### src/qsq_pkg.sv
// package: constants, register map and state type of the quad supply sequencer
package qsq_pkg;
    // clock and fault hold time
    localparam int QSQ_CLK_PERIOD_PS = 4000;
    localparam int QSQ_FAULT_HOLD_US = 35;
    localparam logic [15:0] QSQ_FAULT_HOLD_CYC =
        16'((QSQ_FAULT_HOLD_US * 1000000 + QSQ_CLK_PERIOD_PS - 1) / QSQ_CLK_PERIOD_PS);
    // cycles the sensed fault line is ignored after our own pull-down lets go
    localparam logic [2:0] QSQ_FLT_BLANK_CYC = 3'h6;
    // synchronised pins: 4 senses, up, down, combined, fault, 4 step expiries, window expiry
    localparam int QSQ_SYNC_W = 13;
    // apb register map
    localparam logic [7:0] QSQ_CTRL_ADDR = 8'h00;
    localparam logic [7:0] QSQ_STAT_ADDR = 8'h04;
    localparam logic [1:0] QSQ_SEL_NONE = 2'h0;
    localparam logic [1:0] QSQ_SEL_CTRL = 2'h1;
    localparam logic [1:0] QSQ_SEL_STAT = 2'h2;
    localparam int QSQ_CTRL_REDUCED_BIT = 0;
    localparam logic QSQ_CTRL_REDUCED_RST = 1'b0;
    // status word fields
    localparam int QSQ_ST_STATE_LSB = 0;
    localparam int QSQ_ST_EN_LSB = 4;
    localparam int QSQ_ST_SENSE_LSB = 8;
    localparam int QSQ_ST_DONE_BIT = 12;
    localparam int QSQ_ST_PG_BIT = 13;
    localparam int QSQ_ST_FLT_BIT = 14;
    localparam int QSQ_ST_RED_BIT = 15;
    // sequencing states
    typedef enum logic [2:0] {
        st_set_fault,
        st_clear_fault,
        st_wait_start,
        st_up_delay,
        st_up_check,
        st_up_done,
        st_down_delay
    } qsq_state_e;
endpackage

### src/qsq_sequencer.sv
// module: quad supply up/down sequencer with apb control and status
//
// Functional notes
// - four rail compliance inputs feed the sequencing state machine.
// - rising up edge in wait-start begins power-up.
// - falling down edge in power-up-done begins power-down.
// - reduced variant uses one combined pin for both directions.
// - internal fault pulls the fault line low and enters set-fault.
// - fault line pulled low by a peer enters set-fault.
// - after up edge, wait delay a then raise enable a.
// - once rail n-1 compliant, wait delay n then raise enable n.
// - power-down drops enable d at once.
// - power-down: after enable n low, wait delay n, drop enable n-1.
// - sequence-complete stays high until delay a expires after enable a low.
// - rail must comply before compliance window expires, else set-fault.
// - sequence-complete rises when power-up completes, full variant only.
// - any fault drives sequence-complete low.
// - power-good is the AND of all four compliance inputs.
// - reduced variant raises enable a right after the combined rising edge.
// - during reset every enable, power-good and sequence-complete are low.
// - start in set-fault, hold time, then clear-fault, left while up low.
// - down falling edge in wait-start or power-up is a fault.
// - in power-up-done undervoltage, up rise or fault line low faults.
// - during power-up any compliant enabled rail dropping faults.
//
// Decided for this implementation: the register addresses and register access over APB.
`timescale 1ns/1ps
`default_nettype none
module qsq_sequencer
    import qsq_pkg::*;
#(
    parameter logic [15:0] FAULT_HOLD_CYC = QSQ_FAULT_HOLD_CYC
) (
    input wire logic clock_i,
    input wire logic sys_rst_i,
    input wire logic psel_i,
    input wire logic penable_i,
    input wire logic pwrite_i,
    input wire logic [7:0] paddr_i,
    input wire logic [31:0] pwdata_i,
    input wire logic [3:0] pstrb_i,
    output logic [31:0] prdata_o,
    output logic pready_o,
    output logic pslverr_o,
    input wire logic rail_sense_a_i,
    input wire logic rail_sense_b_i,
    input wire logic rail_sense_c_i,
    input wire logic rail_sense_d_i,
    input wire logic up_i,
    input wire logic down_n_i,
    input wire logic up_down_i,
    input wire logic fault_line_i,
    output logic fault_line_o,
    output logic fault_line_oe_o,
    input wire logic step_delay_a_done_i,
    input wire logic step_delay_b_done_i,
    input wire logic step_delay_c_done_i,
    input wire logic step_delay_d_done_i,
    input wire logic compliance_window_done_i,
    output logic step_delay_a_start_o,
    output logic step_delay_b_start_o,
    output logic step_delay_c_start_o,
    output logic step_delay_d_start_o,
    output logic compliance_window_start_o,
    output logic rail_enable_a_o,
    output logic rail_enable_b_o,
    output logic rail_enable_c_o,
    output logic rail_enable_d_o,
    output logic sequence_complete_o,
    output logic all_rails_good_o
);
    // mask of rail indices strictly below n
    function automatic logic [3:0] below_mask(input logic [1:0] n);
        below_mask = 4'((5'h01 << n) - 5'h01);
    endfunction

    // apb address decode
    function automatic logic [1:0] reg_sel(input logic [7:0] a);
        if (a == QSQ_CTRL_ADDR) begin
            reg_sel = QSQ_SEL_CTRL;
        end else if (a == QSQ_STAT_ADDR) begin
            reg_sel = QSQ_SEL_STAT;
        end else begin
            reg_sel = QSQ_SEL_NONE;
        end
    endfunction

    qsq_state_e state_q;
    logic [1:0] idx_q;
    logic [3:0] en_q;
    logic [3:0] dly_start_q;
    logic win_start_q;
    logic sequence_complete_q;
    logic pg_q;
    logic fault_oe_q;
    logic fault_lvl_q;
    logic [15:0] hold_q;
    logic [2:0] blank_q;
    logic reduced_q;
    logic [31:0] prdata_q;
    logic pready_q;
    logic pslverr_q;
    logic [QSQ_SYNC_W-1:0] sync_s;
    logic [3:0] sense_s;
    logic [3:0] done_s;
    logic up_s, dn_s, cmb_s, flt_s, win_s;
    logic up_lvl, up_p_q, dn_p_q, cmb_p_q, win_p_q;
    logic [3:0] done_p_q;
    logic up_rise, dn_fall, win_exp, dly_exp, ext_flt;
    logic go_fault, up_go, dly_hit, chk_ok, dn_go, dn_hit, hold_done, clr_exit;
    logic [31:0] ctrl_w;
    logic [31:0] stat_w;

    ////////////////////////////////////////////////////////////////////////////
    // pin synchronisers and edge detection
    qsq_sync #(.W(QSQ_SYNC_W)) u_sync (
        .clock_i(clock_i),
        .sys_rst_i(sys_rst_i),
        .pin_i({compliance_window_done_i, step_delay_d_done_i, step_delay_c_done_i,
                step_delay_b_done_i, step_delay_a_done_i, fault_line_i, up_down_i,
                down_n_i, up_i, rail_sense_d_i, rail_sense_c_i, rail_sense_b_i,
                rail_sense_a_i}),
        .level_o(sync_s)
    );

    // unpack synchronised levels
    assign sense_s = sync_s[3:0];
    assign up_s = sync_s[4];
    assign dn_s = sync_s[5];
    assign cmb_s = sync_s[6];
    assign flt_s = sync_s[7];
    assign done_s = sync_s[11:8];
    assign win_s = sync_s[12];

    // up level per variant, used for leaving clear-fault
    // edges below are kept per pin so a variant switch cannot fake one
    assign up_lvl = reduced_q ? cmb_s : up_s;

    // previous values for edges
    always_ff @(posedge clock_i or posedge sys_rst_i) begin
        if (sys_rst_i) begin
            up_p_q <= 1'b0;
            dn_p_q <= 1'b0;
            cmb_p_q <= 1'b0;
            win_p_q <= 1'b0;
            done_p_q <= 4'h0;
        end else begin
            up_p_q <= up_s;
            dn_p_q <= dn_s;
            cmb_p_q <= cmb_s;
            win_p_q <= win_s;
            done_p_q <= done_s;
        end
    end

    // edges; expiry is the rising edge of a generator's done level
    assign up_rise = reduced_q ? (cmb_s & ~cmb_p_q) : (up_s & ~up_p_q);
    assign dn_fall = reduced_q ? (~cmb_s & cmb_p_q) : (~dn_s & dn_p_q);
    assign win_exp = win_s & ~win_p_q;
    assign dly_exp = done_s[idx_q] & ~done_p_q[idx_q];
    assign ext_flt = ~flt_s & (blank_q == 3'h0);

    ////////////////////////////////////////////////////////////////////////////
    // sequencing decisions
    always_comb begin
        go_fault = 1'b0;
        unique case (state_q)
            st_wait_start: go_fault = dn_fall | ext_flt;
            st_up_delay: go_fault = dn_fall | ext_flt | |(~sense_s & below_mask(idx_q));
            st_up_check: go_fault = dn_fall | ext_flt | |(~sense_s & below_mask(idx_q))
                                    | (win_exp & ~sense_s[idx_q]);
            st_up_done: go_fault = ~&sense_s | (up_rise & ~reduced_q) | ext_flt;
            st_down_delay: go_fault = ext_flt;
            st_set_fault, st_clear_fault: go_fault = 1'b0;
        endcase
    end

    // progress events, each valid only in its state
    assign up_go = (state_q == st_wait_start) & up_rise & ~go_fault;
    assign dly_hit = (state_q == st_up_delay) & dly_exp & ~go_fault;
    assign chk_ok = (state_q == st_up_check) & sense_s[idx_q] & ~go_fault;
    assign dn_go = (state_q == st_up_done) & dn_fall & ~go_fault;
    assign dn_hit = (state_q == st_down_delay) & dly_exp & ~go_fault;
    assign hold_done = (state_q == st_set_fault) & (hold_q == FAULT_HOLD_CYC - 16'h0001);
    assign clr_exit = (state_q == st_clear_fault) & ~up_lvl;

    ////////////////////////////////////////////////////////////////////////////
    // state register
    always_ff @(posedge clock_i or posedge sys_rst_i) begin
        if (sys_rst_i) begin
            state_q <= st_set_fault;
        end else if (go_fault) begin
            state_q <= st_set_fault;
        end else begin
            unique case (state_q)
                st_set_fault: if (hold_done) state_q <= st_clear_fault;
                st_clear_fault: if (clr_exit) state_q <= st_wait_start;
                st_wait_start: if (up_go) state_q <= reduced_q ? st_up_check : st_up_delay;
                st_up_delay: if (dly_hit) state_q <= st_up_check;
                st_up_check: if (chk_ok) state_q <= (idx_q == 2'h3) ? st_up_done : st_up_delay;
                st_up_done: if (dn_go) state_q <= st_down_delay;
                st_down_delay: begin
                    if (dn_hit && (idx_q == 2'h0 || (idx_q == 2'h1 && reduced_q))) begin
                        state_q <= st_wait_start;
                    end
                end
            endcase
        end
    end

    // rail index walks up on power-up, down on power-down
    always_ff @(posedge clock_i or posedge sys_rst_i) begin
        if (sys_rst_i) begin
            idx_q <= 2'h0;
        end else if (up_go) begin
            idx_q <= 2'h0;
        end else if (chk_ok && idx_q != 2'h3) begin
            idx_q <= idx_q + 2'h1;
        end else if (dn_go) begin
            idx_q <= 2'h3;
        end else if (dn_hit && idx_q != 2'h0) begin
            idx_q <= idx_q - 2'h1;
        end
    end

    // rail enables
    always_ff @(posedge clock_i or posedge sys_rst_i) begin
        if (sys_rst_i) begin
            en_q <= 4'h0;
        end else if (go_fault) begin
            en_q <= 4'h0;
        end else if (up_go && reduced_q) begin
            en_q[0] <= 1'b1;
        end else if (dly_hit) begin
            en_q[idx_q] <= 1'b1;
        end else if (dn_go) begin
            en_q[3] <= 1'b0;
        end else if (dn_hit && idx_q != 2'h0) begin
            en_q[idx_q - 2'h1] <= 1'b0;
        end
    end

    // one-cycle start strobes to the delay generators
    always_ff @(posedge clock_i or posedge sys_rst_i) begin
        if (sys_rst_i) begin
            dly_start_q <= 4'h0;
            win_start_q <= 1'b0;
        end else begin
            dly_start_q <= 4'h0;
            win_start_q <= dly_hit | (up_go & reduced_q);
            if (up_go && !reduced_q) begin
                dly_start_q[0] <= 1'b1;
            end else if (chk_ok && idx_q != 2'h3) begin
                dly_start_q[idx_q + 2'h1] <= 1'b1;
            end else if (dn_go) begin
                dly_start_q[3] <= 1'b1;
            end else if (dn_hit && idx_q != 2'h0 && !(idx_q == 2'h1 && reduced_q)) begin
                dly_start_q[idx_q - 2'h1] <= 1'b1;
            end
        end
    end

    // sequence complete
    always_ff @(posedge clock_i or posedge sys_rst_i) begin
        if (sys_rst_i) begin
            sequence_complete_q <= 1'b0;
        end else if (go_fault) begin
            sequence_complete_q <= 1'b0;
        end else if (chk_ok && idx_q == 2'h3 && !reduced_q) begin
            sequence_complete_q <= 1'b1;
        end else if (dn_hit && idx_q == 2'h0) begin
            sequence_complete_q <= 1'b0;
        end
    end

    // power good from the four compliance levels
    always_ff @(posedge clock_i or posedge sys_rst_i) begin
        if (sys_rst_i) begin
            pg_q <= 1'b0;
        end else begin
            pg_q <= &sense_s;
        end
    end

    // fault line pull-down, hold timer, and blanking of our own pull-down
    always_ff @(posedge clock_i or posedge sys_rst_i) begin
        if (sys_rst_i) begin
            fault_oe_q <= 1'b1;
            fault_lvl_q <= 1'b0;
            hold_q <= 16'h0000;
            blank_q <= QSQ_FLT_BLANK_CYC;
        end else begin
            fault_lvl_q <= 1'b0;
            hold_q <= (state_q == st_set_fault && !hold_done) ? hold_q + 16'h0001 : 16'h0000;
            if (go_fault) begin
                fault_oe_q <= 1'b1;
            end else if (clr_exit) begin
                fault_oe_q <= 1'b0;
            end
            blank_q <= fault_oe_q ? QSQ_FLT_BLANK_CYC
                     : (blank_q == 3'h0) ? 3'h0 : blank_q - 3'h1;
        end
    end

    ////////////////////////////////////////////////////////////////////////////
    // apb slave: one access cycle, error on unmapped address
    always_comb begin
        ctrl_w = 32'h0;
        ctrl_w[QSQ_CTRL_REDUCED_BIT] = reduced_q;
        stat_w = 32'h0;
        stat_w[QSQ_ST_STATE_LSB +: 3] = state_q;
        stat_w[QSQ_ST_EN_LSB +: 4] = en_q;
        stat_w[QSQ_ST_SENSE_LSB +: 4] = sense_s;
        stat_w[QSQ_ST_DONE_BIT] = sequence_complete_q;
        stat_w[QSQ_ST_PG_BIT] = pg_q;
        stat_w[QSQ_ST_FLT_BIT] = fault_oe_q;
        stat_w[QSQ_ST_RED_BIT] = reduced_q;
    end

    // answer prepared in the setup cycle
    always_ff @(posedge clock_i or posedge sys_rst_i) begin
        if (sys_rst_i) begin
            pready_q <= 1'b0;
            pslverr_q <= 1'b0;
            prdata_q <= 32'h0;
        end else if (psel_i && !penable_i) begin
            pready_q <= 1'b1;
            pslverr_q <= (reg_sel(paddr_i) == QSQ_SEL_NONE);
            prdata_q <= pwrite_i ? 32'h0 : (reg_sel(paddr_i) == QSQ_SEL_CTRL) ? ctrl_w
                      : (reg_sel(paddr_i) == QSQ_SEL_STAT) ? stat_w : 32'h0;
        end else begin
            pready_q <= 1'b0;
        end
    end

    // variant select, written at the completing access edge
    always_ff @(posedge clock_i or posedge sys_rst_i) begin
        if (sys_rst_i) begin
            reduced_q <= QSQ_CTRL_REDUCED_RST;
        end else if (psel_i && penable_i && pready_q && pwrite_i && pstrb_i[0]
                     && reg_sel(paddr_i) == QSQ_SEL_CTRL) begin
            reduced_q <= pwdata_i[QSQ_CTRL_REDUCED_BIT];
        end
    end

    // outputs straight from flops
    assign prdata_o = prdata_q;
    assign pready_o = pready_q;
    assign pslverr_o = pslverr_q;
    assign fault_line_o = fault_lvl_q;
    assign fault_line_oe_o = fault_oe_q;
    assign step_delay_a_start_o = dly_start_q[0];
    assign step_delay_b_start_o = dly_start_q[1];
    assign step_delay_c_start_o = dly_start_q[2];
    assign step_delay_d_start_o = dly_start_q[3];
    assign compliance_window_start_o = win_start_q;
    assign rail_enable_a_o = en_q[0];
    assign rail_enable_b_o = en_q[1];
    assign rail_enable_c_o = en_q[2];
    assign rail_enable_d_o = en_q[3];
    assign sequence_complete_o = sequence_complete_q;
    assign all_rails_good_o = pg_q;
endmodule // qsq_sequencer
`default_nettype wire

### src/qsq_sync.sv
// module: three-flop pin synchroniser that accepts a change once two stages agree
`timescale 1ns/1ps
`default_nettype none
module qsq_sync #(
    parameter int W = 1
) (
    input wire logic clock_i,
    input wire logic sys_rst_i,
    input wire logic [W-1:0] pin_i,
    output logic [W-1:0] level_o
);
    logic [W-1:0] ff1_q;
    logic [W-1:0] ff2_q;
    logic [W-1:0] ff3_q;
    logic [W-1:0] lvl_q;

    // shift chain; the first stage feeds only the second
    always_ff @(posedge clock_i or posedge sys_rst_i) begin
        if (sys_rst_i) begin
            ff1_q <= '0;
            ff2_q <= '0;
            ff3_q <= '0;
        end else begin
            ff1_q <= pin_i;
            ff2_q <= ff1_q;
            ff3_q <= ff2_q;
        end
    end

    // update only bits whose second and third stages agree
    always_ff @(posedge clock_i or posedge sys_rst_i) begin
        if (sys_rst_i) begin
            lvl_q <= '0;
        end else begin
            lvl_q <= (ff2_q & ~(ff2_q ^ ff3_q)) | (lvl_q & (ff2_q ^ ff3_q));
        end
    end

    assign level_o = lvl_q;
endmodule // qsq_sync
`default_nettype wire

### config.mk
export PLATFORM = sky130hd
export DESIGN_NAME = qsq_sequencer
export DESIGN_NICKNAME = d
export VERILOG_FILES = /design/src/qsq_pkg.sv /design/src/qsq_sequencer.sv /design/src/qsq_sync.sv
export SDC_FILE = /design/constraint.sdc
export NUM_CORES = 1
export LEC_CHECK = 0
export ABC_AREA = 1
export ABC_CLOCK_PERIOD_IN_PS = 3750
export BUFFER_PORTS_ARGS = -buffer_cell sky130_fd_sc_hd__buf_4
export CORE_UTILIZATION = 54
export CTS_CLUSTER_DIAMETER = 60
export DETAILED_ROUTE_END_ITERATION = 10
export PLACE_DENSITY = 0.88
export SYNTH_ARGS = -nofsm -noshare
export SYNTH_HDL_FRONTEND = slang
export SYNTH_SLANG_ARGS = --single-unit
### constraint.sdc
create_clock -name clock_i -period 3.75 [get_ports clock_i]
set_input_delay 0.375 -clock clock_i [delete_from_list [all_inputs] [get_ports clock_i]]
set_output_delay 0.375 -clock clock_i [all_outputs]
set_load 0.02 [all_outputs]
---- Word level (Yosys, flattened, before mapping) ----
Index checks and enable logic that the tools add are counted.
word-level totals
  flip-flop bits (word level) ............. 131
  latch bits .............................. 0
  RAM bits ................................ 0
  ROM bits ................................ 0
  input port bits ......................... 62
  output and inout port bits .............. 47
  logic and storage cells ................. 214
  memories ................................ 0
cells by class
  add/sub/neg operators ................... 5
  multiply operators ...................... 0
  div/mod/pow operators ................... 0
  $lt $le $gt $ge ......................... 6
  equal/unequal tests ..................... 24
  shift-type cells ........................ 1
  multiplexer cells ....................... 59
  bitwise operators ....................... 49
  reductions and logical operators ........ 45
operators with widths
  cell                   count
  $mux 16                4
  $mux 3                 16
  $and 13x13->13         2
  $and 1x1->1            22
  $ne 3x3->1 const B     7
  $pmux 3 s7             1
  $logic_and 1x1->1      20
  $mux 4                 5
  $mux 1                 19
  $add 16x1->16 const B  1
  $eq 16x14->1 const B   1
  $mux 2                 7
  $not 13->13            1
  $or 13x13->13          1
  $xor 13x13->13         1
  $reduce_bool 4->1      3
  $not 1->1              11
  $eq 3x3->1 const B     3
  $lt 2x3->1 const B     3
  $and 4x4->4            2
  $eq 8x3->1 const B     1
  $logic_not 8->1        1
  $not 4->4              2
  $reduce_and 7->1       1
  29 further kinds       54

---- Depth between registers and ports, before layout ----
  depth after elaboration ................. 15
  gate-level depth with buffers ........... 16
  depth with buffers taken out ............ 15

---- Hierarchy ----
A second synthesis with hierarchy kept.
second synthesis, totals
  cell total of the unflattened synthesis .. 541
  area total of the unflattened synthesis .. 4987.3 um^2
modules (own cells, without submodules)
  module         times used  cells an instance  area an instance (um^2)  sequential area each (um^2)
  qsq_sequencer  1           436                3470.8                   1555.2
  qsq_sync       1           105                1516.5                   1301.2

---- Worst setup path before layout ----
Ideal clock, no wire load.
  kind .................................... register -> register
  start point ............................. reg idx_q[0]
  end point ............................... reg idx_q[1]
  setup time .............................. 117 ps
  arrival time ............................ 1929 ps
  data required time ...................... 3633 ps
  setup slack ............................. 1704 ps
  cell stages (with the launch flop) ...... 17
  path buffers ............................ 1
  period minus slack after synthesis ...... 2046 ps
  path through ............................ dfrtp_1 -> inv_2 -> ha_1 -> inv_1 -> nand2_1 -> nand3_1 -> nor2_1 -> nand3_1 -> nand2_1 -> nand2_1 -> nand2_2 -> buf_12 -> nand3_4 -> clkinv_2 -> nand2_2 -> nand3_2 -> nand2_1
on the way
  longest elaborated chain between the ends .. 12
  elaborated cells between the ends (all ways) .. 35
  those cells by class .................... 3 x add/sub; 1 x eq/ne; 1 x shift; 11 x mux; 14 x bitwise; 5 x reduce/logical
RTL lines
  element                                      RTL line                                    source
  from (decl)                                  qsq_sequencer.sv:89                         logic [1:0] idx_q;
  from (signal assigned)                       qsq_sequencer.sv:218                        idx_q <= idx_q + 2'h1;
  from (signal assigned)                       qsq_sequencer.sv:222                        idx_q <= idx_q - 2'h1;
  $shl 1x2->4                                  qsq_sequencer.sv:74                         below_mask = 4'((5'h01 << n) - 5'h01);
  $sub 4x1->4                                  qsq_sequencer.sv:74
  $and 4x4->4                                  qsq_sequencer.sv:169, qsq_sequencer.sv:170
  $reduce_or 4->1                              qsq_sequencer.sv:169, qsq_sequencer.sv:170
  $or 1x1->1                                   qsq_sequencer.sv:169, qsq_sequencer.sv:170
  $or 1x1->1                                   qsq_sequencer.sv:171                        | (win_exp & ~sense_s[idx_q]);
  $pmux 1 s6                                   qsq_sequencer.sv:167                        unique case (state_q)
  $not 1->1                                    --
  $and 1x1->1, on equally long branches        qsq_sequencer.sv:182, qsq_sequencer.sv:181
  $mux 2 or $logic_and 1x1->1 (tied branches)  qsq_sequencer.sv:219, qsq_sequencer.sv:217
  $mux 2                                       qsq_sequencer.sv:217                        end else if (chk_ok && idx_q != 2'h3) begin
  $mux 2                                       qsq_sequencer.sv:215                        end else if (up_go) begin
Parallel ways exist; a longest one is shown, timed or not. The select of a mux whose other input is x is not followed.
A chain may end at the register's enable or synchronous reset.

---- Worst setup path after layout ----
  start point ............................. reg idx_q[1]
  end point ............................... reg idx_q[0]
The elaborated chain is that of the path after synthesis.

==> impl_metrics.toml <==
[critical_path]
critPathCapture = "idx_q[0]$_DFFE_PP0P_"
cp.depth = 14
rr_worst_depth = 14
required_ns = 4.19
max_stage_delay_ns = 0.50
crit_chain = "inv_1 > ha_1 > inv_1 > nand2_1 > nand3_1 > nor2_1 > nand3_1 > nand2_1 > nand2_1 > nand2_2 > nand3_1 > nand3_2 > nand2_1 > o21ai_2"
cpLargestDelayFamily = "simple AND/OR/NAND/NOR gates"
arrival_ns = 3.37
startpoint_type = "register"
endpoint_kind = "register"
worst_path_most_repeated_cell = "nand2_1"
critPathKind = "reg2reg"
cp_slowest_cell = "dfrtp_1"
r2r_end = "idx_q[0]$_DFFE_PP0P_"
crit_start = "idx_q[1]$_DFFE_PP0P_"
worst-path-max-fanout = 20
ff2ff_setup_slack_ns = 0.82
r2r-start = "idx_q[1]$_DFFE_PP0P_"
cp_num_buf_inv = 2

[power_and_ir_drop]
clkPwrFrac_pct = 50.3
powerDensity_nw_per_um2 = 473
power.internal_mw = 2.28
total_power_mw = 2.89
pwr-share-comb_pct = 4.5
p_leak_nw = 2.97
switching_share_pct = 21.1
p_seq_share_pct = 45.2
power.switching_mw = 0.611
irDropWorstVdd_mv = 0.292

[clocking]
post_cts_resized = 0
cts_buffer_depth = 2
clock_sinks = 114
ctsHtreeMaxLevel = 4
cts-root-buf = "clkbuf_8"
insertion_delay_ns = 0.51
clk_pin_slew_ns = 0.05
cts_made_buffers = 17
cts_tree = "yes"

[finish]
multi_input_area_sq_um = 1800
final-seq-area_sq_um = 2860
fillerInstances = 617
drive_gt1_share_pct = 22.4
final_util_pct = 69.4
finalInstanceArea_sq_um = 6110
finalNonFillerCells = 692
diodes = 0
syn_to_final_growth_pct = 22.7
fin_nets = 647

[synthesis]
ys_seq_area_share_pct = 57.4
synth-seq-cells = 114
netlist_area_sq_um = 4980
synth_cells = 490
synth_area_leader_cell = "dfrtp_1"
synth_most_common_cell = "dfrtp_1"
synth_edf_count = 0
synth_common_cells = "dfrtp_1 (111), nand2_1 (91), inv_1 (45)"
ys_top_cells_by_area = "dfrtp_1 (56%), nand2_1 (6.9%), inv_1 (3.4%)"
yosysWarnings = 0
synth_ff_type = "dfrtp_1"
ys_types = 48
async_flop_share_pct = 100
avgSynthCellArea_sq_um = 10.2
synth_top_area_share_pct = 55.8

[grt]
antenna_found_initial = 0
grtUsageTotal_pct = 23.1
grt_pass1_vias = 3719
grt_pass1_wl_mm = 17.3
gr-total-overflow = 0
grt_max_degree = 70

[floorplanning]
die_w_um = 98.0
die_area_sq_um = 9610
initial_utilization_pct = 56.6
num_rows = 34
coreArea_sq_um = 8810
chipHeight_um = 98.0
pin_count = 109

[detailed_routing]
vias = 3670
final_antenna_net_count = 0
viasPerCell = 5.30
drc_errors = 11
wirelength_mm = 10.2
wire_per_inst_um = 14.7
drt_iter0_markers = 191
first_pass_iters = 8

[place]
dpl_cell_area_sq_um = 5440
dp_hpwl_mm = 6.77
place_congestion = 0.939
pre_cts_ws_ns = 0.957
port_buffers = 56
place_inst = 650

[timing]
period_minus_slack_ns = 2.93
final.setup.tns_ns = 0
worst_pin_slew_ns = 0.800
hold_viol_final = 0
setup_slack_ns = 0.819
slew_viol_final = 0
rsz0062_at_grt = "false"
relSlewSlack_pct = 46.6
max_freq_ghz = 0.341
finalCritPeriodShare_pct = 78.2
holdWs_ns = 0.0255
final-setup-viol-count = 0
fin_skew_ns = 0.00650

[run_status]
status = "complete, but fails checks"
violations = "design-rule violations"

[min_path]
hp-class = "in2async"

[run]
max_cap_violations = 0
power groups by stage:
stage	sequential (mW)	clock [mW]	combinational, mW
6_report	1.31	1.45	0.130
5_1_grt	1.31	1.53	0.146
4_1_cts	1.31	1.47	0.132
3_5_place_dp	1.33	0	0.120
3_3_place_gp	1.32	0	0.115
2_1_floorplan	1.32	0	0.0872
placed cells by master, fill, tap and decap left out, types with 3 or more instances in the layout:
master and instances:
nand2_2 9, nor3b_1 7, nand3_1 29, o21ai_1 5, inv_1 44, a21oi_1 10
dfstp_2 3, nor2_1 38, nand2_1 91, o21ai_0 20, dfrtp_1 111, nand3b_1 3
clkinv_2 4, inv_2 7, nand4_1 8, nand3_2 7, nor3_1 5, dlygate4sd3_1 13
clkbuf_16 16, maj3_1 13, nor4_1 5, ha_1 11, a32o_1 6, nor3_2 3
buf_4 58, clkbuf_8 6, conb_1 18
how the worst min path moves through the flow:
| stage | startpoint | to | slack, ns |
|---|---|---|---|
| global route | sys_rst_i | u_sync.ff1_q[8]$_DFF_PP0_ | 0.1 |
| global placement | u_sync.ff1_q[9]$_DFF_PP0_ | u_sync.ff2_q[9]$_DFF_PP0_ | 0.33 |
| detailed placement | u_sync.ff1_q[11]$_DFF_PP0_ | u_sync.ff2_q[11]$_DFF_PP0_ | 0.33 |
| finish | sys_rst_i | u_sync.ff1_q[11]$_DFF_PP0_ | 0.03 |
| CTS | sys_rst_i | u_sync.ff1_q[11]$_DFF_PP0_ | 0.05 |
| floorplan | u_sync.ff1_q[0]$_DFF_PP0_ | u_sync.ff2_q[0]$_DFF_PP0_ | 0.33 |
routing by layer:
metal	up-vias	wire, um	track usage, %	share of wire (%)
li1	1754	-	-	-
met1	1763	4310	27.3	42
met2	130	5210	40.8	51
met3	23	526	5.87	5.2
met4	0	156	8.28	1.5
met5	-	0	0	0
layout make-up:
| type | instances | area share (%) |
|---|---|---|
| Multi-Input combinational cell | 316 | 29.5 |
| Timing Repair Buffer | 71 | 9.26 |
| Inverter | 54 | 3.38 |
| Clock inverter | 5 | 0.860 |
| Sequential cell | 114 | 46.8 |
| Clock buffer | 24 | 8.03 |
| Tap cell | 108 | 2.21 |
timing repair:
item,CTS,global route
hold endpoints to repair,13,0
buffers inserted,0,0
hold buffers,13,0
cell families (layout without fill, tap and decap cells):
family	after synthesis	after routing	share of synthesized area [%]
flip-flops	114	114	57.4
AND/OR/NAND/NOR	217	217	22.0
AO/OA/AOI/OAI	54	54	6.94
adder cells (fa/ha/maj)	24	24	5.38
buffers and inverters	77	154	7.74
XOR/XNOR	3	3	0.528
other	1	18	0.0753
(Power assumes the default switching activity.)
